<file path="src/core/serial_port_pkg.sv">
// Constants, field layouts and state types of the dual serial slave port
`default_nettype none
package serial_port_pkg;
  localparam logic [7:0] ADDR_INTERFACE_CONFIG      = 8'h1A;
  localparam logic [7:0] ADDR_CALIB_FIRST  = 8'h30;
  localparam logic [7:0] ADDR_CALIB_LAST   = 8'h57;
  localparam logic [7:0] ADDR_CMD          = 8'h7E;
  localparam int         CALIB_COUNT       = 40;
  localparam logic [7:0] CMD_PURGE         = 8'hB0;
  localparam logic [7:0] CMD_RESTART       = 8'hB6;
  localparam logic [7:0] CMD_READ_VALUE    = 8'h00;
  localparam logic [5:0] SLAVE_ADDR_HIGH   = 6'h3B;
  localparam int         SPI_RW_BIT        = 7;
  localparam int         IF_THREE_WIRE_BIT = 0;
  localparam int         IF_WDT_EN_BIT     = 1;
  localparam int         IF_WDT_SEL_BIT    = 2;
  localparam logic [2:0] INTERFACE_CONFIG_RESET     = 3'h0;
  localparam logic [3:0] BITS_PER_BYTE     = 4'h8;
  localparam real        CLK_PERIOD_NS     = 4.0;
  localparam real        WDT_SHORT_MS      = 1.25;
  localparam real        WDT_LONG_MS       = 40.0;
  localparam int         WDT_CNT_W         = 24;
  localparam int         WDT_SHORT_CYC     = $rtoi(WDT_SHORT_MS * 1.0e6 / CLK_PERIOD_NS);
  localparam int         WDT_LONG_CYC      = $rtoi(WDT_LONG_MS * 1.0e6 / CLK_PERIOD_NS);

  typedef struct packed {
    logic chip_select_n;
    logic sck;
    logic sdi;
    logic sdo;
  } pins_t;

  localparam pins_t PINS_IDLE = 4'hF;

  typedef enum logic [2:0] {
    I_IDLE = 3'b000,
    I_DEV  = 3'b001,
    I_REG  = 3'b010,
    I_DATA = 3'b011,
    I_ACK  = 3'b100,
    I_SEND = 3'b101,
    I_ACKM = 3'b110
  } i2c_state_t;

  typedef enum logic [1:0] {
    S_CTRL  = 2'b00,
    S_WDATA = 2'b01,
    S_DUMMY = 2'b10,
    S_RDATA = 2'b11
  } spi_state_t;

  typedef struct packed {
    pins_t                s1;
    pins_t                s2;
    pins_t                s3;
    logic                 i2c_ok;
    logic                 spi_mode;
    logic [2:0]           cfg;
    i2c_state_t           i_st;
    i2c_state_t           i_next;
    logic [3:0]           i_cnt;
    logic [7:0]           i_sh;
    logic                 sda_low;
    spi_state_t           s_st;
    logic [2:0]           s_cnt;
    logic [7:0]           s_sh;
    logic [7:0]           s_out;
    logic [7:0]           addr;
    logic [WDT_CNT_W-1:0] wdt;
    logic                 purge;
    logic                 restart;
    logic                 sdi_o;
    logic                 sdi_e;
    logic                 sdo_o;
    logic                 sdo_e;
  } port_state_t;

  localparam port_state_t STATE_RESET = '{
    s1: PINS_IDLE, s2: PINS_IDLE, s3: PINS_IDLE, i2c_ok: 1'b1, cfg: INTERFACE_CONFIG_RESET,
    i_st: I_IDLE, i_next: I_IDLE, s_st: S_CTRL, default: '0};
endpackage
`default_nettype wire

</file>
<file path="src/core/dual_serial_slave_port.sv">
// Two-wire / synchronous serial slave port with its register map
// How it works
// [RL1] Command register always reads zero
// [RL2] Purge code pulses FIFO discard only
// [RL3] Restart code returns configuration to defaults
// [RL4] Chip-select high: two-wire; low: serial
// [RL5] Any chip-select low disables two-wire until reset
// [RL6] Address is 111011 plus serial-out level
// [RL7] Address bit sampled continuously
// [RL8] Standard, fast and high-speed two-wire rates
// [RL9] Two-wire write: address/data pairs until stop
// [RL10] Two-wire read: incrementing bytes until NACK
// [RL11] Clock level after select picks mode
// [RL12] Three-wire: data on serial-in, serial-out floats
// [RL13] Sample on rising, change on falling edge
// [RL14] Master frames transfers, clock steady
// [RL15] Control byte: bit 7 direction, 6:0 address
// [RL16] Serial write: control/data pairs until deselect
// [RL17] Read: dummy byte, then incrementing data
// [RL18] Select bit 0 four-wire, 1 three-wire
// [RL19] Watchdog times out two-wire after chosen period
// [RL20] Unknown command codes do nothing
// [RL21] Pins synchronised before use
`default_nettype none
module dual_serial_slave_port
  import serial_port_pkg::*;
#(
  parameter logic [8*CALIB_COUNT-1:0] CALIB_INIT       = '0,
  parameter logic [WDT_CNT_W-1:0]     WDT_SHORT_CYCLES = WDT_CNT_W'(WDT_SHORT_CYC),
  parameter logic [WDT_CNT_W-1:0]     WDT_LONG_CYCLES  = WDT_CNT_W'(WDT_LONG_CYC)
) (
  input  wire logic sys_clk,
  input  wire logic resetn,
  input  wire logic sck,
  input  wire logic chip_select_n,
  input  wire logic sdi_in,
  output logic      sdi_out,
  output logic      sdi_oe,
  input  wire logic sdo_in,
  output logic      sdo_out,
  output logic      sdo_oe,
  output logic      fifo_purge,
  output logic      soft_restart,
  output logic      spi_clock_mode,
  output logic      i2c_enabled
);

  port_state_t st;
  port_state_t next_st;

  // Register read map; unmapped addresses read zero
  function automatic logic [7:0] read_reg(input logic [7:0] a, input logic [2:0] c);
    logic [7:0] idx;
    idx = a - ADDR_CALIB_FIRST;
    if (a == ADDR_INTERFACE_CONFIG) begin
      read_reg = {5'h00, c};
    end else if (a >= ADDR_CALIB_FIRST && a <= ADDR_CALIB_LAST) begin
      read_reg = CALIB_INIT[{idx[5:0], 3'h0} +: 8];
    end else if (a == ADDR_CMD) begin
      read_reg = CMD_READ_VALUE; // RL1
    end else begin
      read_reg = 8'h00;
    end
  endfunction

  always_comb begin
    logic       sck_rise;
    logic       sck_fall;
    logic       spi_on;
    logic       i2c_on;
    logic       start;
    logic       stop;
    logic       wr_en;
    logic [7:0] wr_data;
    logic [7:0] rd;
    logic [7:0] nb;
    logic [WDT_CNT_W-1:0] lim;
    sck_rise = 1'b0;
    sck_fall = 1'b0;
    spi_on   = 1'b0;
    i2c_on   = 1'b0;
    start    = 1'b0;
    stop     = 1'b0;
    wr_en    = 1'b0;
    wr_data  = 8'h00;
    rd       = 8'h00;
    nb       = 8'h00;
    lim      = '0;
    next_st  = st;

    // Pin synchronisers and edge detection
    next_st.s1 = {chip_select_n, sck, sdi_in, sdo_in}; // RL21
    next_st.s2 = st.s1; // RL21
    next_st.s3 = st.s2;
    next_st.purge   = 1'b0;
    next_st.restart = 1'b0;
    sck_rise = st.s2.sck & ~st.s3.sck; // RL8
    sck_fall = ~st.s2.sck & st.s3.sck;
    spi_on   = ~st.s2.chip_select_n; // RL4
    i2c_on   = st.i2c_ok & st.s2.chip_select_n; // RL4
    start    = i2c_on & st.s2.sck & st.s3.sck & st.s3.sdi & ~st.s2.sdi;
    stop     = i2c_on & st.s2.sck & st.s3.sck & ~st.s3.sdi & st.s2.sdi;
    rd       = read_reg(st.addr, st.cfg);
    nb       = {st.s_sh[6:0], st.s2.sdi};
    lim      = st.cfg[IF_WDT_SEL_BIT] ? WDT_LONG_CYCLES : WDT_SHORT_CYCLES;

    if (spi_on) begin
      next_st.i2c_ok = 1'b0; // RL5
    end

    // Two-wire slave
    if (!i2c_on) begin
      next_st.i_st    = I_IDLE;
      next_st.sda_low = 1'b0;
      next_st.wdt     = '0;
    end else if (start) begin
      next_st.i_st    = I_DEV;
      next_st.i_cnt   = 4'h0;
      next_st.sda_low = 1'b0;
      next_st.wdt     = '0;
    end else if (stop) begin
      next_st.i_st    = I_IDLE; // RL9
      next_st.sda_low = 1'b0;
      next_st.wdt     = '0;
    end else begin
      unique case (st.i_st)
        I_DEV, I_REG, I_DATA: begin
          if (sck_rise) begin
            next_st.i_sh  = {st.i_sh[6:0], st.s2.sdi};
            next_st.i_cnt = st.i_cnt + 4'h1;
          end else if (sck_fall && st.i_cnt == BITS_PER_BYTE) begin
            next_st.i_cnt   = 4'h0;
            next_st.i_st    = I_ACK;
            next_st.sda_low = 1'b1;
            if (st.i_st == I_DEV) begin
              next_st.i_next = st.i_sh[0] ? I_SEND : I_REG; // RL10
              if (st.i_sh[7:1] != {SLAVE_ADDR_HIGH, st.s2.sdo}) begin // RL6 RL7
                next_st.i_st    = I_IDLE;
                next_st.sda_low = 1'b0;
              end
            end else if (st.i_st == I_REG) begin
              next_st.addr   = st.i_sh;
              next_st.i_next = I_DATA;
            end else begin
              wr_en          = 1'b1; // RL9
              wr_data        = st.i_sh;
              next_st.i_next = I_REG;
            end
          end
        end
        I_ACK: begin
          if (sck_fall) begin
            next_st.i_st    = st.i_next;
            next_st.sda_low = 1'b0;
            if (st.i_next == I_SEND) begin
              next_st.i_sh    = rd; // RL10
              next_st.addr    = st.addr + 8'h01;
              next_st.sda_low = ~rd[7];
              next_st.i_cnt   = 4'h0;
            end
          end
        end
        I_SEND: begin
          if (sck_rise) begin
            next_st.i_cnt = st.i_cnt + 4'h1;
          end else if (sck_fall) begin
            if (st.i_cnt == BITS_PER_BYTE) begin
              next_st.i_st    = I_ACKM;
              next_st.sda_low = 1'b0;
            end else begin
              next_st.i_sh    = {st.i_sh[6:0], 1'b0};
              next_st.sda_low = ~st.i_sh[6];
            end
          end
        end
        I_ACKM: begin
          if (sck_rise) begin
            if (st.s2.sdi) begin
              next_st.i_st = I_IDLE; // RL10
            end else begin
              next_st.i_st   = I_ACK;
              next_st.i_next = I_SEND;
            end
          end
        end
        I_IDLE: begin
        end
        default: begin
          next_st.i_st = I_IDLE;
        end
      endcase
      // Bus watchdog on a stalled transfer
      if (!st.cfg[IF_WDT_EN_BIT] || st.i_st == I_IDLE || sck_rise || sck_fall) begin
        next_st.wdt = '0;
      end else if (st.wdt >= lim) begin
        next_st.i_st    = I_IDLE; // RL19
        next_st.sda_low = 1'b0;
        next_st.wdt     = '0;
      end else begin
        next_st.wdt = st.wdt + 1'b1;
      end
    end

    // Synchronous serial slave
    if (!spi_on) begin
      next_st.s_st  = S_CTRL; // RL14
      next_st.s_cnt = 3'h0;
      next_st.s_out = 8'h00;
    end else if (st.s3.chip_select_n) begin
      next_st.spi_mode = st.s2.sck; // RL11
      next_st.s_st     = S_CTRL;
      next_st.s_cnt    = 3'h0;
      next_st.s_out    = 8'h00;
    end else if (sck_rise) begin
      next_st.s_sh  = nb; // RL13
      next_st.s_cnt = st.s_cnt + 3'h1;
      if (st.s_cnt == 3'h7) begin
        unique case (st.s_st)
          S_CTRL: begin
            next_st.addr = {1'b0, nb[6:0]}; // RL15
            next_st.s_st = nb[SPI_RW_BIT] ? S_DUMMY : S_WDATA; // RL15
          end
          S_WDATA: begin
            wr_en        = 1'b1; // RL16
            wr_data      = nb;
            next_st.s_st = S_CTRL; // RL16
          end
          S_DUMMY: begin
            next_st.s_st = S_RDATA; // RL17
          end
          S_RDATA: begin
          end
        endcase
      end
    end else if (sck_fall && st.s_st == S_RDATA) begin
      if (st.s_cnt == 3'h0) begin
        next_st.s_out = rd; // RL13 RL17
        next_st.addr  = st.addr + 8'h01; // RL17
      end else begin
        next_st.s_out = {st.s_out[6:0], 1'b0}; // RL13
      end
    end

    // Register writes and commands
    if (wr_en) begin
      if (st.addr == ADDR_INTERFACE_CONFIG) begin
        next_st.cfg = wr_data[2:0];
      end else if (st.addr == ADDR_CMD) begin
        if (wr_data == CMD_PURGE) begin
          next_st.purge = 1'b1; // RL2
        end else if (wr_data == CMD_RESTART) begin
          next_st.restart = 1'b1; // RL3
          next_st.cfg     = INTERFACE_CONFIG_RESET; // RL3
        end
        // Other codes fall through untouched RL20
      end
    end

    // Pin drivers
    next_st.sdi_e = next_st.sda_low
                  | (spi_on & next_st.cfg[IF_THREE_WIRE_BIT] & next_st.s_st == S_RDATA); // RL12
    next_st.sdi_o = spi_on & next_st.s_out[7]; // RL12
    next_st.sdo_e = spi_on & ~next_st.cfg[IF_THREE_WIRE_BIT]; // RL12 RL18
    next_st.sdo_o = next_st.s_out[7];
  end

  always_ff @(posedge sys_clk or negedge resetn) begin
    if (!resetn) begin
      st <= STATE_RESET;
    end else begin
      st <= next_st;
    end
  end

  assign sdi_out        = st.sdi_o;
  assign sdi_oe         = st.sdi_e;
  assign sdo_out        = st.sdo_o;
  assign sdo_oe         = st.sdo_e;
  assign fifo_purge     = st.purge;
  assign soft_restart   = st.restart;
  assign spi_clock_mode = st.spi_mode;
  assign i2c_enabled    = st.i2c_ok;

endmodule
`default_nettype wire

</file>
<file path="config.mk">
export PLATFORM = sky130hd
export DESIGN_NAME = dual_serial_slave_port
export DESIGN_NICKNAME = d
export VERILOG_FILES = /design/src/core/serial_port_pkg.sv /design/src/core/dual_serial_slave_port.sv
export SDC_FILE = /design/constraint.sdc
export NUM_CORES = 1
export LEC_CHECK = 0
export ABC_AREA = 0
export BUFFER_PORTS_ARGS = -buffer_cell sky130_fd_sc_hd__buf_2
export CAP_MARGIN = 10
export CORE_ASPECT_RATIO = 1.5
export CORE_MARGIN = 4
export CORE_UTILIZATION = 50
export DETAILED_ROUTE_END_ITERATION = 10
export PLACE_DENSITY = 0.73
export RECOVER_POWER = 50
export SLEW_MARGIN = 0
export SYNTH_ARGS = -nofsm -noshare
export SYNTH_HDL_FRONTEND = slang
export SYNTH_SLANG_ARGS = --single-unit
</file>
<file path="constraint.sdc">
create_clock -name sys_clk -period 5 [get_ports sys_clk]
set_input_delay 1.25 -clock sys_clk [delete_from_list [all_inputs] [get_ports sys_clk]]
set_output_delay 1.25 -clock sys_clk [all_outputs]
set_load 0.01 [all_outputs]
</file>
=== Yosys cells after proc, flatten, opt, wreduce, memory -nomap -nowiden ===
Cells that the tools add are included.

* Bits in registers: 93
* Input port bits: 6
* Output and inout bits: 8
* Word-level logic and storage cells: 240

* Add/subtract/negate cells: 5
* Magnitude comparators: 3
* Equality and inequality tests: 35
* Shift operators: 1
* Mux-type cells: 114
* Bitwise operators: 25
* Reductions and logical operators: 25

{| class="wikitable"
|+ Operators with widths
! operator !! number
|-
| $shiftx A320 B10 Y8 const A || 1
|-
| $mux W8 || 36
|-
| $mux W24 || 6
|-
| $mux W3 || 19
|-
| $mux W13 || 3
|-
| $pmux W13 S3 || 1
|-
| $mux W1 || 28
|-
| $add A24 B1 Y24 const B || 1
|-
| $ge A24 B24 Y1 || 1
|-
| $ne A2 B2 Y1 const B || 12
|-
| $mux W9 || 2
|-
| $eq A8 B8 Y1 const B || 2
|-
| $mux W16 || 1
|-
| $pmux W8 S2 || 1
|-
| $eq A3 B3 Y1 const B || 5
|-
| $pmux W3 S5 || 1
|-
| $and A1 B1 Y1 || 13
|-
| $mux W12 || 1
|-
| $mux W4 || 3
|-
| $mux W6 || 2
|-
| $ne A3 B3 Y1 const B || 4
|-
| $not A1 Y1 || 11
|-
| $mux W10 || 1
|-
| $mux W2 || 5
|-
| 34 further kinds || 48
|}

=== Longest topological paths before layout ===
* Depth in word-level cells: 23
* Depth in mapped cells: 11
* Depth with buffers taken out: 10

=== Worst setup path after synthesis ===
No wires, ideal clock.

* Kind: reg2reg
* Start point: register st[80] (netlist bit)
* End point: register st[11] (netlist bit)
* Library setup time: 0.072 ns
* Arrival time: 2.203 ns
* Required time: 4.928 ns
* Path slack: 2.725 ns
* Stages on the path, launching flop included: 11
* Buffers on the path: 1
* Clock period less this slack: 2.275 ns
* Path through: dfrtp_1 > inv_1 > ha_1 > and2_0 > o311ai_0 > a21oi_1 > o311a_1 > nor2_1 > nand3_1 > clkbuf_1 > nor2_1

{| class="wikitable"
|+ RTL lines
! what !! line !! text
|-
| start: declaration || dual_serial_slave_port.sv:48 || <nowiki>port_state_t st;</nowiki>
|-
| start signal: assignment || dual_serial_slave_port.sv:271 || <nowiki>st <= next_st;</nowiki>
|}

==> results.yml <==
outcome:
  status: "complete, but fails checks"
  violations: "max-capacitance violations, max-slew violations"
worst_setup_path:
  worstPathRequired_ps: 5160
  path_class: "reg -> reg"
  reg2regPathDepth: 6
  crit_fanout: 13
  worstSetupEndpointType: "flip-flop"
  critPathLaunchType: "flip-flop"
  worst-endpoint-arrival_ps: 3460
floorplan:
  die_area_mm2: 0.0119
  die_h_um: 131
  rows: 44
  initial_utilization_pct: 51.9
  core-area_mm2: 0.00980
  die_w_um: 90.3
  pin_count: 14
clock_tree:
  clock_latency_ps: 340
  postCtsSetupBuffers: 0
  clk_pin_slew_ps: 60
  ctsRootBufferMaster: "clkbuf_16"
  htreeDepth: 3
  clock_path_buffers: 2
  cts_tree: "done"
  cts_buffers: 9
  hold_buffers: 0
  cts_resized: 0
  cts_sinks: 91
routing:
  drc: 0
  wire_per_inst_um: 17.2
  vias_per_cell: 6.16
  drt_iter0_drc: 358
  ant_nets: 0
  vias: 4180
  drt_wl_total_um: 11700
  first_pass_iters: 5
synthesis:
  ys_ff_latch: 91
  synth.most_common_cell: "dfrtp_1"
  synth_top_family_by_area: "simple AND/OR/NAND/NOR gates"
  ys_async_sr_fraction_pct: 100
  syn-cell-area_mm2: 0.00508
  yosys-top-cells-count: "79 x dfrtp_1, 70 x nor2_1, 60 x nand2_1"
  ys_seq_area_share_pct: 45.1
  synth_area_leaders: "dfrtp_1 39%, dfstp_2 6.2%, nor2_1 5.2%, ha_1 4.7%, nand2_1 4.4%"
  netlist_instances: 557
  yosysTopAreaCell: "dfrtp_1"
  synth_ff_type: "dfrtp_1"
  synth.avg_cell_area_um2: 9.12
  synth_nets: 582
  synth_xor_area_share_pct: 5.34
  synth-compound-area-share_pct: 16.0
  yosys_warnings: 0
  synth-edff-count: 0
  synth-simple-area-share_pct: 22.6
  synth_cell_types: 65
  synth_mux_area_share_pct: 2.22
  synthAdderAreaFrac_pct: 4.68
  synth_top_cell_area_share_pct: 38.9
timing:
  finalSetupViolations: 0
  rsz0062_at_grt: "no"
  setup_tns_ps: 0
  hold_viol: 0
  fin_crit_ps: 3290
  relSlewSlack_pct: -32.2
  fmax_mhz: 304
  worst_pin_slew_ps: 1980
  maxSlewViolCount: 37
  finClkSkew_ps: 6.33
  period_share_pct: 65.9
  worst_slack_ps: 1710
pwr:
  power.leakage_nw: 2.24
  ir_worst_vdd_mv: 0.162
  power_density_mw_per_mm2: 276
global_routing:
  grt_use_total_pct: 20.0
  antenna_found_initial: 0
  grt_max_degree: 57
  gr-total-overflow: 0
  grt_pass1_vias: 4109
  grt_pass1_wl_um: 19500
placed_design:
  io_buffers: 13
  place_hpwl_um: 8430
  gp_congestion: 0.926
  place_ws_ps: 1950
layout:
  n_fill_cell: 896
  multi_input_area_mm2: 0.00258
  drive_gt1_share_pct: 10.3
  synthToLayoutAreaGrowth_pct: 7.53
  layout.nets: 584
  diodes: 0
  regArea_mm2: 0.00229
worst_hold_path:
  min_path_cells: 0
  hold_class: "reg -> reg"
flow_run:
  drv_cap: 1
cell usage in the layout, fill, tap and decap left out, types with 2 or more instances in the layout:
cell type,synthesis,routed
nand4_1,12,12
clkbuf_1,15,5
a22oi_1,12,12
xor2_1,14,14
o311ai_0,2,2
inv_1,22,22
and2_1,7,7
o21ai_0,33,33
nand3_1,33,33
a31oi_1,5,5
clkbuf_16,0,9
xnor2_1,17,17
mux2_2,10,10
o211ai_1,3,3
or2_2,5,5
nand2_1,60,60
dfstp_1,0,3
dfstp_2,12,9
o21a_1,2,2
and3_1,5,5
dfrtp_1,79,79
a22o_1,5,5
nand3b_1,4,4
o22ai_1,7,7
nor2_1,70,70
nor4_1,3,3
nor3_1,6,6
a221oi_1,2,2
nand2b_1,8,8
ha_1,19,19
or3_1,3,3
buf_2,2,12
a21oi_1,30,30
o21ai_1,2,2
a311oi_1,3,3
nor2b_1,6,6
nor3b_1,3,3
nand4b_1,3,3
clkinvlp_4,0,3
area by class of cell:
type	count	area share [%]
clock buffers	12	4.33
clock inverters	4	0.962
inverters	23	1.58
multi-input cells	419	47.2
flip-flops and latches	91	41.9
well taps	115	2.63
repair buffers	15	1.37
cells by family (layout without fill, tap and decap cells):
group           Yosys count  in the layout
flops                    91             91
mux                      10             10
fa+ha+maj                19             19
buf+inv                  47             54
compound gates          124            124
xor+xnor                 31             31
simple gates            235            235
where the power goes:
| part | switching [W] | total (W) | leakage (nW) | internal [W] |
|---|---|---|---|---|
| clock | 0.000278 | 0.000666 | 0.129 | 0.000388 |
| combinational | 0.0000330 | 0.0000546 | 0.891 | 0.0000217 |
| sequential | 0.0000271 | 0.000788 | 1.22 | 0.000761 |
| total | 0.000338 | 0.00151 | 2.24 | 0.00117 |
metal layers:
layer,global-route usage (%),routed length (um)
met1,22.8,4560
met2,35.6,6190
met3,3.38,500
met4,10.5,438
met5,0,0
stage by stage:
stage / utilization [%] / area, um^2 / instances / hold WS (ps) / total power, W
2_1_floorplan: - / 5080 / 557 / 345 / 0.000825
3_3_place_gp: 53.0 / 5190 / 663 / 346 / 0.000856
3_5_place_dp: 53.0 / 5190 / 663 / 347 / 0.000858
4_1_cts: 55.9 / 5480 / 679 / 356 / 0.00152
5_1_grt: 55.8 / 5470 / 679 / 361 / 0.00156
6_report: 55.8 / 5470 / 679 / 356 / 0.00151
state kept, by name, indices dropped and copies added (netlist names):
signal          flops
st                 76
next_st             8
fifo_purge          1
i2c_enabled         1
sdi_oe              1
sdi_out             1
sdo_oe              1
soft_restart        1
spi_clock_mode      1
critical path, stage by stage, from the launching register on:
cell and delay, ps:
dfstp_1 660, nor4b_1 310, clkbuf_1 590, nand4b_1 360, a2111oi_4 360, o211ai_1 150
a2111oi_0 670
path summary, 6_finish.rpt:
path                              from             end  slack [ps]
max                        next_st[85]      fifo_purge        1710
min                        next_st[87]     next_st[83]         360
max reg2reg                next_st[85]      fifo_purge        1710
min reg2reg                next_st[87]     next_st[83]         360
max in group asynchronous       resetn  spi_clock_mode        1740
min in group asynchronous       resetn      fifo_purge         970
No activity file was read; power rests on OpenSTA's default activity.
